--- src/clk_ctrl_defs.svh ---
// Constants for the system clock prescaler and oscillator trim block
`ifndef CLK_CTRL_DEFS_SVH
`define CLK_CTRL_DEFS_SVH

// ----------------------------------------------------------------
// Register map (register indices on the plain port)
// ----------------------------------------------------------------
`define CC_ADDR_W           4
`define CC_ADDR_TRIM        4'h0
`define CC_ADDR_DIV_CTRL    4'h1

// ----------------------------------------------------------------
// Field layout
// ----------------------------------------------------------------
`define CC_UNLOCK_BIT       7
`define CC_SEL_MSB          3
`define CC_SEL_LSB          0
`define CC_TRIM_RANGE_BIT   7
`define CC_UNLOCK_PATTERN   8'h80
`define CC_RSVD_ZERO        3'h0

// ----------------------------------------------------------------
// Reset values and timing
// ----------------------------------------------------------------
`define CC_SEL_RESET_PLAIN  4'h0
`define CC_SEL_RESET_DIV8   4'h3
`define CC_SEL_MAX          4'h8
`define CC_UNLOCK_CYCLES    3'h4
`define CC_READ_IDLE        8'h00

`endif

--- src/clk_ctrl_pkg.sv ---
// Types shared by the clock control block
`default_nettype none
package clk_ctrl_pkg;
  typedef enum logic {
    UNLOCK_CLOSED,
    UNLOCK_OPEN
  } unlock_state_t;
  typedef logic [3:0] div_select_t;
endpackage
`default_nettype wire

--- src/clk_prescale_trim.sv ---
// System clock prescaler with protected change sequence and RC trim register
//
// Local design decisions: strobed register access and the register offsets.
`include "clk_ctrl_defs.svh"
`default_nettype none
module clk_prescale_trim
  import clk_ctrl_pkg::*;
#(
  parameter int ADDR_W = `CC_ADDR_W,
  parameter int DATA_W = 8
) (
  input  wire logic              ref_clk_in,
  input  wire logic              resetn_in,
  input  wire logic [ADDR_W-1:0] reg_addr_in,
  input  wire logic [DATA_W-1:0] reg_wdata_in,
  input  wire logic              reg_write_in,
  input  wire logic              reg_read_in,
  output logic      [DATA_W-1:0] reg_rdata_out,
  input  wire logic              divide_by_eight_fuse_in,
  input  wire logic [7:0]        factory_trim_in,
  input  wire logic              rc_is_system_clock_in,
  input  wire logic              timer_async_request_in,
  input  wire logic              timer_ext_clock_select_in,
  output logic      [3:0]        derived_clk_en_out,
  output logic                   trim_range_select_out,
  output logic      [6:0]        trim_fine_value_out,
  output logic                   timer_osc_enable_out,
  output logic                   timer_osc_ext_mode_out
);

  // ----------------------------------------------------------------
  // Decode helpers
  // ----------------------------------------------------------------
  // Clean unlock pattern: bit 7 set, every other bit zero
  function automatic logic is_clean_unlock(input logic [DATA_W-1:0] data);
    is_clean_unlock = (data == DATA_W'(`CC_UNLOCK_PATTERN));
  endfunction

  // ----------------------------------------------------------------
  // Declarations
  // ----------------------------------------------------------------
  unlock_state_t     unlock_state_r;
  unlock_state_t     unlock_state_nxt;
  logic [2:0]        window_cnt_r;
  logic [2:0]        window_cnt_nxt;
  div_select_t       select_r;
  div_select_t       select_nxt;
  logic [7:0]        trim_r;
  logic [7:0]        trim_nxt;
  logic              straps_taken_r;
  logic [DATA_W-1:0] rdata_r;
  logic [DATA_W-1:0] rdata_nxt;
  logic              timer_osc_en_r;
  logic              timer_ext_r;
  logic              hit_trim;
  logic              hit_ctrl;
  logic              wr_trim;
  logic              wr_ctrl;
  logic              wr_unlock;
  logic              wr_select;
  logic              unlock_open;
  logic              window_done;
  logic              divided_tick;
  div_select_t       fuse_select;

  // ----------------------------------------------------------------
  // Address decode
  // ----------------------------------------------------------------
  assign hit_trim    = (reg_addr_in == ADDR_W'(`CC_ADDR_TRIM));
  assign hit_ctrl    = (reg_addr_in == ADDR_W'(`CC_ADDR_DIV_CTRL));
  assign wr_trim     = reg_write_in && hit_trim && straps_taken_r;
  assign wr_ctrl     = reg_write_in && hit_ctrl && straps_taken_r;
  assign unlock_open = (unlock_state_r == UNLOCK_OPEN);
  // only a clean pattern opens the window
  assign wr_unlock   = wr_ctrl && !unlock_open && is_clean_unlock(reg_wdata_in);
  // select accepted only inside the window, with unlock written zero
  assign wr_select   = wr_ctrl && unlock_open && !reg_wdata_in[`CC_UNLOCK_BIT];
  assign window_done = (window_cnt_r == 3'h1);
  assign fuse_select = divide_by_eight_fuse_in ? `CC_SEL_RESET_DIV8 : `CC_SEL_RESET_PLAIN;

  // ----------------------------------------------------------------
  // Unlock window sequencing
  // ----------------------------------------------------------------
  always_comb begin
    unlock_state_nxt = unlock_state_r;
    window_cnt_nxt   = window_cnt_r;
    case (unlock_state_r)
      UNLOCK_CLOSED: begin
        if (wr_unlock) begin
          unlock_state_nxt = UNLOCK_OPEN;
          window_cnt_nxt   = `CC_UNLOCK_CYCLES;
        end
      end
      UNLOCK_OPEN: begin
        // unlock rewrites fall through and leave the count running
        // close on timeout or on select write
        if (wr_select || window_done) begin
          unlock_state_nxt = UNLOCK_CLOSED;
          window_cnt_nxt   = 3'h0;
        end else begin
          window_cnt_nxt   = window_cnt_r - 3'h1;
        end
      end
      default: begin
        unlock_state_nxt = UNLOCK_CLOSED;
        window_cnt_nxt   = 3'h0;
      end
    endcase
  end

  // ----------------------------------------------------------------
  // Select and trim next values
  // ----------------------------------------------------------------
  // any code loads, fuse plays no part after reset
  assign select_nxt = !straps_taken_r ? fuse_select :
                      wr_select ? reg_wdata_in[`CC_SEL_MSB:`CC_SEL_LSB] : select_r;
  // factory value at reset, software rewrite later
  assign trim_nxt   = !straps_taken_r ? factory_trim_in :
                      wr_trim ? reg_wdata_in[7:0] : trim_r;

  // ----------------------------------------------------------------
  // Read mux
  // ----------------------------------------------------------------
  // control register shows only unlock and select, never the counter
  assign rdata_nxt = !reg_read_in ? DATA_W'(`CC_READ_IDLE) :
                     hit_trim ? DATA_W'(trim_r) :
                     hit_ctrl ? DATA_W'({unlock_open, `CC_RSVD_ZERO, select_r}) :
                     DATA_W'(`CC_READ_IDLE);

  // Control registers
  always_ff @(posedge ref_clk_in or negedge resetn_in) begin
    if (!resetn_in) begin
      unlock_state_r <= UNLOCK_CLOSED;
      window_cnt_r   <= 3'h0;
      select_r       <= `CC_SEL_RESET_PLAIN;
      trim_r         <= 8'h00;
      straps_taken_r <= 1'b0;
      rdata_r        <= '0;
    end else begin
      unlock_state_r <= unlock_state_nxt;
      window_cnt_r   <= window_cnt_nxt;
      select_r       <= select_nxt;
      trim_r         <= trim_nxt;
      straps_taken_r <= 1'b1;
      rdata_r        <= rdata_nxt;
    end
  end

  assign reg_rdata_out = rdata_r;

  // ----------------------------------------------------------------
  // Timer oscillator pin sharing
  // ----------------------------------------------------------------
  // pins usable only with the RC oscillator as system clock
  // crystal or external clock mode follows the select bit
  always_ff @(posedge ref_clk_in or negedge resetn_in) begin
    if (!resetn_in) begin
      timer_osc_en_r <= 1'b0;
      timer_ext_r    <= 1'b0;
    end else begin
      timer_osc_en_r <= timer_async_request_in && rc_is_system_clock_in;
      timer_ext_r    <= timer_ext_clock_select_in;
    end
  end

  assign timer_osc_enable_out   = timer_osc_en_r;
  assign timer_osc_ext_mode_out = timer_ext_r;

  // ----------------------------------------------------------------
  // Oscillator trim outputs
  // ----------------------------------------------------------------
  // range bit drives the oscillator band select
  // fine code passed straight to the tuning ladder
  assign trim_range_select_out = trim_r[`CC_TRIM_RANGE_BIT];
  assign trim_fine_value_out   = trim_r[6:0];

  // ----------------------------------------------------------------
  // Divided clock enables
  // ----------------------------------------------------------------
  // divider takes the new code at the next period end
  clk_ratio_divider #(
    .CNT_W (8)
  ) u_divider (
    .ref_clk_in (ref_clk_in),
    .resetn_in  (resetn_in),
    .select_in  (select_r),
    .tick_out   (divided_tick)
  );

  // I/O, ADC, CPU and flash enables share one tick
  genvar g;
  generate
    for (g = 0; g < 4; g++) begin : g_clk_en
      assign derived_clk_en_out[g] = divided_tick;
    end
  endgenerate

  // ----------------------------------------------------------------
  // Checks
  // ----------------------------------------------------------------
  property p_unlock_clean_only;
    @(posedge ref_clk_in) disable iff (!resetn_in)
      (wr_ctrl && !unlock_open && !is_clean_unlock(reg_wdata_in)) |-> ##1 !unlock_open;
  endproperty
  a_unlock_clean_only: assert property (p_unlock_clean_only) else $error("dirty unlock opened");

  property p_unlock_sets;
    @(posedge ref_clk_in) disable iff (!resetn_in)
      (reg_write_in && hit_ctrl && straps_taken_r && !unlock_open &&
       reg_wdata_in == DATA_W'(`CC_UNLOCK_PATTERN)) |-> ##1 unlock_open;
  endproperty
  a_unlock_sets: assert property (p_unlock_sets) else $error("clean unlock ignored");

  property p_unlock_timeout;
    @(posedge ref_clk_in) disable iff (!resetn_in)
      (wr_unlock ##1 (!wr_select)[*3]) |-> ##1 unlock_open ##1 !unlock_open;
  endproperty
  a_unlock_timeout: assert property (p_unlock_timeout) else $error("window not four cycles");

  property p_select_locked;
    @(posedge ref_clk_in) disable iff (!resetn_in)
      (straps_taken_r && !(reg_write_in && hit_ctrl && unlock_open)) |-> ##1 $stable(select_r);
  endproperty
  a_select_locked: assert property (p_select_locked) else $error("select changed while locked");

  property p_select_load;
    @(posedge ref_clk_in) disable iff (!resetn_in)
      (reg_write_in && hit_ctrl && unlock_open && !reg_wdata_in[7]) |->
        ##1 (select_r == $past(reg_wdata_in[3:0]) && !unlock_open);
  endproperty
  a_select_load: assert property (p_select_load) else $error("select write not taken");

  property p_rewrite_no_extend;
    @(posedge ref_clk_in) disable iff (!resetn_in)
      (unlock_open && window_cnt_r > 3'h1 && wr_ctrl && reg_wdata_in[`CC_UNLOCK_BIT]) |->
        ##1 (unlock_open && window_cnt_r == $past(window_cnt_r) - 3'h1);
  endproperty
  a_rewrite_no_extend: assert property (p_rewrite_no_extend) else $error("window restarted");

  property p_reserved_read_zero;
    @(posedge ref_clk_in) disable iff (!resetn_in)
      (reg_read_in && hit_ctrl) |-> ##1 (reg_rdata_out[6:4] == 3'h0 &&
        reg_rdata_out[3:0] == $past(select_r));
  endproperty
  a_reserved_read_zero: assert property (p_reserved_read_zero) else $error("ctrl read wrong");

  property p_fuse_reset;
    @(posedge ref_clk_in) disable iff (!resetn_in)
      (resetn_in && !straps_taken_r) |-> ##1
        (select_r == ($past(divide_by_eight_fuse_in) ? `CC_SEL_RESET_DIV8 :
                                                        `CC_SEL_RESET_PLAIN));
  endproperty
  a_fuse_reset: assert property (p_fuse_reset) else $error("fuse reset value wrong");

  property p_timer_osc_gate;
    @(posedge ref_clk_in) disable iff (!resetn_in)
      (timer_async_request_in && !rc_is_system_clock_in) |-> ##1 !timer_osc_enable_out;
  endproperty
  a_timer_osc_gate: assert property (p_timer_osc_gate) else $error("timer osc on crystal");

  property p_trim_write;
    @(posedge ref_clk_in) disable iff (!resetn_in)
      wr_trim |-> ##1 ({trim_range_select_out, trim_fine_value_out} == $past(reg_wdata_in));
  endproperty
  a_trim_write: assert property (p_trim_write) else $error("trim write not taken");

  property p_trim_reset;
    @(posedge ref_clk_in) disable iff (!resetn_in)
      (resetn_in && !straps_taken_r) |->
        ##1 ({trim_range_select_out, trim_fine_value_out} == $past(factory_trim_in));
  endproperty
  a_trim_reset: assert property (p_trim_reset) else $error("trim reset wrong");

  property p_rdata_idle;
    @(posedge ref_clk_in) disable iff (!resetn_in)
      !reg_read_in |-> ##1 (reg_rdata_out == DATA_W'(`CC_READ_IDLE));
  endproperty
  a_rdata_idle: assert property (p_rdata_idle) else $error("read data not idle");

  property p_timer_osc_on;
    @(posedge ref_clk_in) disable iff (!resetn_in)
      (resetn_in && timer_async_request_in && rc_is_system_clock_in) |-> ##1 timer_osc_enable_out;
  endproperty
  a_timer_osc_on: assert property (p_timer_osc_on) else $error("timer osc not on");

  property p_ext_follow;
    @(posedge ref_clk_in) disable iff (!resetn_in)
      resetn_in |-> ##1 (timer_osc_ext_mode_out == $past(timer_ext_clock_select_in));
  endproperty
  a_ext_follow: assert property (p_ext_follow) else $error("ext mode stale");

  property p_unlock_read;
    @(posedge ref_clk_in) disable iff (!resetn_in)
      (reg_read_in && hit_ctrl) |-> ##1 (reg_rdata_out[`CC_UNLOCK_BIT] == $past(unlock_open));
  endproperty
  a_unlock_read: assert property (p_unlock_read) else $error("unlock bit read wrong");

endmodule
`default_nettype wire

--- src/clk_ratio_divider.sv ---
// Glitch-free power-of-two clock enable divider
`include "clk_ctrl_defs.svh"
`default_nettype none
module clk_ratio_divider
  import clk_ctrl_pkg::*;
#(
  parameter int CNT_W = 8
) (
  input  wire logic        ref_clk_in,
  input  wire logic        resetn_in,
  input  wire div_select_t select_in,
  output logic             tick_out
);

  // ----------------------------------------------------------------
  // Divider state
  // ----------------------------------------------------------------
  logic [CNT_W-1:0] count_r;
  logic [CNT_W-1:0] count_nxt;
  div_select_t      active_sel_r;
  logic             tick_r;
  logic             boundary;
  div_select_t      clamped_sel;

  // Reserved codes behave as the largest factor
  assign clamped_sel = (select_in > `CC_SEL_MAX) ? `CC_SEL_MAX : select_in;
  assign boundary    = (count_r == '0);
  // reload value is two to the power of the code, minus one
  assign count_nxt   = boundary ? CNT_W'((1 << clamped_sel) - 1) : count_r - CNT_W'(1);
  assign tick_out    = tick_r;

  // Synchronous down count on the undivided clock; new code taken only at a period end
  // switch only at a boundary, no partial period
  // old period always completes, so none runs shorter
  always_ff @(posedge ref_clk_in or negedge resetn_in) begin
    if (!resetn_in) begin
      count_r      <= '0;
      active_sel_r <= `CC_SEL_RESET_PLAIN;
      tick_r       <= 1'b0;
    end else begin
      count_r      <= count_nxt;
      tick_r       <= boundary;
      if (boundary) begin
        active_sel_r <= clamped_sel;
      end
    end
  end

  // ----------------------------------------------------------------
  // Checks
  // ----------------------------------------------------------------
  property p_unity_ratio;
    @(posedge ref_clk_in) disable iff (!resetn_in)
      (boundary && clamped_sel == `CC_SEL_RESET_PLAIN) |-> ##1 boundary ##1 tick_r;
  endproperty
  a_unity_ratio: assert property (p_unity_ratio) else $error("factor one not every cycle");

  property p_no_short_pulse;
    @(posedge ref_clk_in) disable iff (!resetn_in)
      (tick_r && active_sel_r == `CC_SEL_RESET_DIV8) |-> ##1 (!tick_r)[*7];
  endproperty
  a_no_short_pulse: assert property (p_no_short_pulse) else $error("divide by eight too fast");

endmodule
`default_nettype wire
--- config.mk ---
export PLATFORM = sky130hd
export DESIGN_NAME = clk_prescale_trim
export DESIGN_NICKNAME = d
export VERILOG_FILES = /design/src/clk_ctrl_pkg.sv /design/src/clk_prescale_trim.sv /design/src/clk_ratio_divider.sv
export VERILOG_INCLUDE_DIRS = /design/src
export SDC_FILE = /design/constraint.sdc
export NUM_CORES = 1
export LEC_CHECK = 0
export BUFFER_PORTS_ARGS = -buffer_cell sky130_fd_sc_hd__buf_4
export CAP_MARGIN = 10
export CORE_ASPECT_RATIO = 1.75
export CORE_MARGIN = 5
export CORE_UTILIZATION = 41
export CTS_CLUSTER_SIZE = 14
export DETAILED_ROUTE_END_ITERATION = 10
export PLACE_DENSITY = 0.74
export SLEW_MARGIN = 30
export SYNTH_ARGS = -nofsm -noshare
export SYNTH_HDL_FRONTEND = slang
export SYNTH_HIERARCHICAL = 1
export SYNTH_SLANG_ARGS = --single-unit
--- constraint.sdc ---
create_clock -name ref_clk_in -period 1.65 [get_ports ref_clk_in]
set_input_delay 0.33 -clock ref_clk_in [delete_from_list [all_inputs] [get_ports ref_clk_in]]
set_output_delay 0.33 -clock ref_clk_in [all_outputs]
set_load 0.03 [all_outputs]
==> impl_summary.log, run 1 <==
[metrics] outcome: finished, violations left
[metrics] violated checks: hold timing
[metrics] maximum clock insertion buffer count: 2
[metrics] crit-path leading delay family: flip-flops
[metrics] die outline width: between 60 and 70 um
[metrics] Internal Dissipation: around 1800 uW
[metrics] synthesis-to-finish area growth: 31.84%
[metrics] proportion of synthesized flip-flops having asynchronous set or reset: 100.0%
[metrics] Synth Net Count: around 220
[metrics] Finished Core Util: 54.90%
[metrics] routed via count divided by cell count: between 5 and 6
[metrics] overall via count from detail_route: ~1.7k
[metrics] layout cell share with drive strength beyond 1: around a third
[metrics] CP peak stage delay: 390 ps
[metrics] gate count after technology mapping: 190
[metrics] worst hold path type: in -> async
[metrics] effective utilization at floorplan: a little over two fifths
[metrics] final wirelength: ~4900 um
[metrics] number of max-slew violations in the final report: 0
[metrics] Worst EP required: about 1800 ps
[metrics] Synth Flop Type: dfrtp_1
[metrics] flip-flop and latch count after synthesis: 36
[metrics] sequential share of the synthesized area: roughly 47%
[metrics] critical path buffer and inverter count: 0
[metrics] source-to-sink clock delay at the later pin of the worst-skew pair: roughly 280 ps
[metrics] Syn Area/Cell: a little over 10 um^2
[metrics] Worst Setup Path Type: reg -> reg
[metrics] worst ir drop on vdd: 0.0005488 V
[metrics] largest net degree at the start of global routing: 37
[metrics] standard cell with the maximum stage delay on the critical path: dfrtp_1
[metrics] violation count after the first detailed-routing iteration: 18
[metrics] share of the clock period used by the worst path: between 90% and 100%
[metrics] launching element type of the critical path: register
[metrics] Placement Setup Slack: about 50 ps
[metrics] Die H: between 100 and 150 um
[metrics] total grt overflow: 0
[metrics] switching power: 802.4 uW
[metrics] clock transition at the registers of the reported paths: about 70 ps
[metrics] clock tree from TritonCTS: done
[metrics] number of buffers inserted by port buffering: between 40 and 50
[metrics] total global routing track utilization: 17.39%
[metrics] number of antenna violations at the first check in global routing: 0
[metrics] worst hold slack: -13.42 ps
[metrics] worst-margin pin slew: around 510 ps
[metrics] number of unique standard cell types used by synthesis: 47
[metrics] Net Sw Frac: between 30% and 40%
[metrics] number of CTS-inserted buffers: 5
[metrics] depth of the CTS H-tree: 2
[metrics] final weighted congestion in routability-driven placement: roughly 0.85
[metrics] least setup slack across all paths after layout: roughly 150 ps
[metrics] setup total negative slack: 0 ps
[metrics] Clk pwr share: ~30%
[metrics] final critical-path required period: approximately 1500 ps
[metrics] ports placed on the boundary: 50
[metrics] total power per unit cell area: between 1000 and 1500 nW/um^2
[metrics] detailed-router iteration count before antenna repair: 4
[metrics] Max Clock Freq: around 670 MHz
[metrics] clk sinks: 36
[metrics] number of enable flip-flop cells after synthesis: 0
[metrics] MaxCap Viol Count: 0
[metrics] cell-by-cell listing of the critical path: nor2_1 -> nand3b_1 -> ha_1 -> mux2_2 -> nand3_1 -> a31oi_1
[metrics] number of cell rows: 33
[metrics] post-detailed-route DRC marker count: 0
[metrics] area of the die: slightly above 6000 um^2
[metrics] Core ar.: between 4000 and 5000 um^2
[metrics] diode count: 0
[metrics] maximum net fanout on the critical path: 3
[metrics] number of endpoints with negative hold slack in the final report: 16
[metrics] Arrival @ worst endpoint: approximately 1700 ps
[metrics] post-synthesis cell area: between 1500 and 2000 um^2
[metrics] half-perimeter wire length after detailed placement: around 3800 um
[metrics] worst max-slew margin expressed relative to the limit: 65.89%
[metrics] final setup violation count: 0
[metrics] crit path from: select_r[1]
[metrics] clk root buf: clkbuf_8
[metrics] LEAKAGE: ~0.0011 uW
[metrics] final antenna-violating net count: 0
[metrics] wire length per cell after detailed routing: 15.98 um
[metrics] fraction of power consumed by sequential logic: between 40 and 50%
[metrics] post-CTS setup-driven buffer insertion count: 0
[metrics] category of the worst setup path capture point: register
[metrics] via count of the first global-routing pass: between 1.5k and 2k
[metrics] flop-to-flop setup slack: between 150 and 200 ps
[metrics] largest clock skew in the final design: approximately 3.4 ps
[metrics] first-pass GRT wire length: around 8100 um
[metrics] yosys synthesis warning count: 6
[metrics] nets@finish: roughly 290
[metrics] setup repair after global routing missed its margin: false
[metrics] share of total power in combinational logic: 25.4%
[metrics] R2R Path Start: select_r[1]
==> cell usage after synthesis, drive strengths merged (3+ instances only) <==
library cell,n,area (um^2)
a21oi,7,35.03
and2,4,25.02
nand2b,3,18.77
nor3,3,15.01
dfrtp,36,900.9
clkbuf,5,18.77
nand3,12,60.06
buf,8,65.06
nor2,15,56.30
nand2,4,17.52
a22o,5,43.79
ha,5,62.56
mux2,3,33.78
o31ai,6,45.04
xor2,3,26.28
o21ai,14,70.06
a31oi,12,75.07
nor4b,3,41.29
inv,8,30.03
nand4,4,25.02
nor2b,4,25.02
==> registers in the layout, summed over array words and instances (netlist names), 3 cells and up <==
| register | count |
|---|---|
| reg_rdata_out | 8 |
| select_r | 4 |
| trim_r | 8 |
| u_divider/count_r | 8 |
| window_cnt_r | 3 |
==> cell usage in the layout (no fill, tap or decap), types with 2 or more instances in the layout <==
cell type  synthesis  routed
dfrtp_1           36      36
nor4b_1            2       2
nand2b_1           3       3
nand4_1            4       4
clkbuf_8           0       5
nor2b_1            4       4
xnor2_1            2       2
ha_1               5       5
o2111ai_1          2       2
o21a_1             2       2
mux2_2             3       3
inv_1              8       8
o21ai_0           13      13
a31oi_1           12      12
nor2_1            15      15
xor2_1             3       3
a21oi_1            7       7
nand2_1            3       3
nand3b_1           2       2
nor3_1             3       3
buf_4              5      68
o31ai_1            6       6
a22o_1             5       5
and2_1             4       4
nand3_1           12      12
==> final cells by class <==
type                            instances  area, um^2
Sequential cell                        36       900.9
Fill cell                             442        2086
Clock inverter                          3       42.54
Timing Repair Buffer                   68       510.5
Inverter                                8       30.03
Multi-Input combinational cell        133       920.9
Clock buffer                            5       68.82
Tap cell                               52       65.06
==> logic make-up (layout without fill, tap and decap cells) <==
kind of cell	count (synthesis)	after routing	synth area share [%]
AO/OA/AOI/OAI	52	52	17.80
flip-flops	36	36	46.78
buffers and inverters	21	84	5.913
AND/OR/NAND/NOR	66	66	21.51
adder cells (fa/ha/maj)	5	5	3.249
other	1	1	0.1947
XOR/XNOR	5	5	2.275
multiplexers	4	4	2.274
==> per-stage QoR <==
step	total power, uW	instances	hold slack, ps	area [um^2]
floorplan	1588	190	34.41	1926
global placement	1804	297	310.2	2417
detailed placement	1820	297	316.0	2417
CTS	2598	305	1.600	2529
global route	2731	305	17.76	2539
finish	2579	305	-13.42	2539
==> worst paths after layout <==
| check | end | cells past startpoint |
|---|---|---|
| setup / recovery | u_divider/count_r[6] | 6 |
| hold / removal | reg_rdata_out[6] | 1 |
| setup reg to reg | u_divider/count_r[6] | 6 |
| hold reg to reg | reg_rdata_out[4] | 1 |
| max in group asynchronous | select_r[1] | 1 |
| min in group ref_clk_in | timer_osc_ext_mode_out | 1 |
==> power groups by stage <==
stage | Sequential [uW] | Clock (uW) | Combinational (uW)
2_1_floorplan | 1190 | 0 | 395
5_1_grt | 1180 | 827 | 729
3_3_place_gp | 1160 | 0 | 641
4_1_cts | 1150 | 788 | 658
6_report | 1150 | 769 | 656
3_5_place_dp | 1170 | 0 | 651
==> repair_timing <==
action                                 CTS  global route
setup endpoints to repair                0             6
resized for setup                        0             2
endpoints found under the hold margin    0             0
hold buffers                             0             0
==> layer usage <==
metal / vias up / routed length, um / global-route usage [%] / share of wire [%]
met2: 44 / 2783 / 31.64 / 57
met3: 14 / 221 / 2.949 / 4.5
li1: 814 / - / - / -
met5: - / 0 / 0 / 0
met4: 0 / 178 / 8.170 / 3.7
met1: 820 / 1692 / 18.29 / 35
==> worst reg2reg max path, stage by stage (launching register included) <==
cell and delay (ps):
dfrtp_1 390, nor2_1 180, nand3b_1 110, ha_1 250, mux2_2 280, nand3_1 90
a31oi_1 90
(Power assumes the default switching activity.)
==> inputs of run 2 (changes only) <==
--- a/config.mk
+++ b/config.mk
@@ -13,7 +13,7 @@
 export CORE_UTILIZATION = 41
 export CTS_CLUSTER_SIZE = 14
 export DETAILED_ROUTE_END_ITERATION = 10
-export PLACE_DENSITY = 0.74
+export PLACE_DENSITY = 0.77
 export SLEW_MARGIN = 30
 export SYNTH_ARGS = -nofsm -noshare
 export SYNTH_HDL_FRONTEND = slang
==> constraint.sdc (replaced) <==
create_clock -name ref_clk_in -period 1.3 [get_ports ref_clk_in]
set_input_delay 0.26 -clock ref_clk_in [delete_from_list [all_inputs] [get_ports ref_clk_in]]
set_output_delay 0.26 -clock ref_clk_in [all_outputs]
set_load 0.03 [all_outputs]
==> run 2 against run 1 <==
Against the previous run: the flow finishes with violations (setup timing); sequential power rose by 24%; via count rose by 11%; critical endpoint is now unlock_open; critical path depth fell by 3; highest routed layer unchanged; die area did not move; non-clock buffer count rose by 35; critical path type unchanged; worst hold slack improved by 83 ps; design area rose by 17%; sequential share of layout area fell by 5.1 points; setup slack got worse by 320 ps; global-route usage rose by 1.3 points; register-to-register slack got worse by 320 ps; combinational power rose by 130%.
==> impl_summary.log, run 2 (synthesized netlist as in run 1, its figures left out) <==
[metrics] final antenna-violating net count: 0
[metrics] layout cell share with drive strength beyond 1: 50.17%
[metrics] setup repair after global routing missed its margin: true
[metrics] final wirelength: 5532 um
[metrics] depth of the CTS H-tree: 2
[metrics] share of the clock period used by the worst path: 112.7%
[metrics] worst ir drop on vdd: slightly below 0.0009 V
[metrics] final critical-path required period: about 1500 ps
[metrics] cell-by-cell listing of the critical path: or4b_4 -> or3_4 -> o21ai_1
[metrics] Worst EP required: 1510 ps
[metrics] worst hold path type: in -> reg
[metrics] largest net degree at the start of global routing: 37
[metrics] half-perimeter wire length after detailed placement: between 4000 and 5000 um
[metrics] least setup slack across all paths after layout: -165.2 ps
[metrics] launching element type of the critical path: register
[metrics] outcome: finished, violations left
[metrics] clk root buf: clkbuf_8
[metrics] clk sinks: 36
[metrics] Max Clock Freq: between 600 and 700 MHz
[metrics] Core ar.: about 4600 um^2
[metrics] total global routing track utilization: 18.74%
[metrics] Worst Setup Path Type: reg -> reg
[metrics] post-placement cell count: 321
[metrics] total power per unit cell area: 1249 nW/um^2
[metrics] top library cells by usage in the layout, fill and taps aside: 92 x buf_4, 34 x dfrtp_1, 12 x nor2_1, 12 x a31oi_1, 11 x nand3_1
[metrics] number of CTS-inserted buffers: 5
[metrics] wire length per cell after detailed routing: around 16 um
[metrics] diode count: 0
[metrics] Die H: roughly 100 um
[metrics] number of buffers inserted by port buffering: 49
[metrics] number of endpoints with negative hold slack in the final report: 0
[metrics] area of the die: roughly 6200 um^2
[metrics] CP peak stage delay: between 400 and 500 ps
[metrics] violation count after the first detailed-routing iteration: 65
[metrics] highest metal layer with signal wires: met4
[metrics] crit-path leading delay family: simple AND/OR/NAND/NOR gates
[metrics] Non-Filler Instances: ~340
[metrics] category of the worst setup path capture point: register
[metrics] number of inserted filler cells in the final layout: between 300 and 400
[metrics] final setup violation count: 15
[metrics] critical path buffer and inverter count: 0
[metrics] Met3 Wirelength: about 250 um
[metrics] maximum net fanout on the critical path: 3
[metrics] detailed-router iteration count before antenna repair: 4
[metrics] wire length on met1: around 1800 um
[metrics] number of cell rows: 33
[metrics] clock transition at the registers of the reported paths: about 80 ps
[metrics] clock tree from TritonCTS: done
[metrics] Finished Core Util: 64.37%
[metrics] Tot Pwr: around 3700 uW
[metrics] nets@finish: roughly 320
[metrics] standard cell with the maximum stage delay on the critical path: or4b_4
[metrics] number of max-slew violations in the final report: 0
[metrics] violated checks: setup timing
[metrics] post-detailed-route DRC marker count: 0
[metrics] die outline width: approximately 62 um
[metrics] maximum clock insertion buffer count: 2
[metrics] routed via count divided by cell count: 5.501
[metrics] via count of the first global-routing pass: a little under 2k
[metrics] first-pass GRT wire length: between 8000 and 9000 um
[metrics] total grt overflow: 0
[metrics] Detail Route met2 WL: 3327 um
[metrics] source-to-sink clock delay at the later pin of the worst-skew pair: 290 ps
[metrics] largest clock skew in the final design: roughly 4.3 ps
[metrics] Arrival @ worst endpoint: 1670 ps
[metrics] final weighted congestion in routability-driven placement: slightly above 0.8
[metrics] number of antenna violations at the first check in global routing: 0
[metrics] MaxCap Viol Count: 0
[metrics] ports placed on the boundary: 50
[metrics] effective utilization at floorplan: between 40% and 50%
[metrics] synthesis-to-finish area growth: 54.58%
[metrics] most common cell after layout, fill and taps aside: buf_4
[metrics] LEAKAGE: around 0.0014 uW
[metrics] overall via count from detail_route: 1,876
## run 2: timing repair
item | CTS | global route
buffers inserted | 5 | 5
hold endpoints to repair | 36 | 0
gates cloned | 1 | 0
hold buffers | 1 | 0
pin swaps | 7 | 9
resized for setup | 18 | 14
endpoints found under the setup margin | 16 | 17
## run 2: stage by stage
stage          setup WS [ps]  instance area [um^2]  setup TNS, ps  hold slack, ps
2_1_floorplan         -77.34                  1977         -243.7          -35.59
3_3_place_gp          -163.8                  2645          -1611           240.3
3_5_place_dp          -191.7                  2645          -2399           243.7
4_1_cts               -123.8                  2865         -740.6           61.27
5_1_grt               -190.6                  2977          -1689           57.26
6_report              -165.2                  2977         -961.8           69.12
## run 2: power breakdown
part	leakage, uW	internal [uW]	total, uW	switching (uW)
registers	0.000438	1290	1430	148
clock network	0.0000479	373	802	429
logic	0.000889	807	1480	676
total	0.00137	2470	3720	1250
## run 2: final timing paths
check	from	to	slack, ps	cells after the start
worst max-delay path	straps_taken_r	unlock_open	-170	3
worst min-delay path	timer_ext_clock_select_in	timer_osc_ext_mode_out	70	1
worst max register to register	straps_taken_r	unlock_open	-170	3
worst min register to register	trim_r[5]	reg_rdata_out[5]	500	1
max in group asynchronous	resetn_in	select_r[3]	480	2
min in group asynchronous	resetn_in	reg_rdata_out[7]	470	2
## run 2: final cells by class
cell class | instances | area [um^2] | share of cell area (%)
tap | 52 | 65.06 | 2.186
multi-input combinational | 134 | 1069 | 35.90
clock inverter | 3 | 18.77 | 0.6305
clock buffer | 5 | 68.82 | 2.312
inverter | 8 | 30.03 | 1.009
sequential | 36 | 903.4 | 30.35
timing repair buffer | 103 | 822.0 | 27.62
## run 2: metal layers
metal  up-vias  global-route usage [%]
met5         -                       0
met4         0                   9.150
met3        14                   3.205
met2        57                   34.79
met1       915                   18.79
li1        890                       -
## run 2: worst register-to-register path: cells and delay by family (launching register included)
family             cells  cell delay (ps)
AOI/OAI and AO/OA      1              170
and+or+nand+nor        2              840
DFF                    1              370
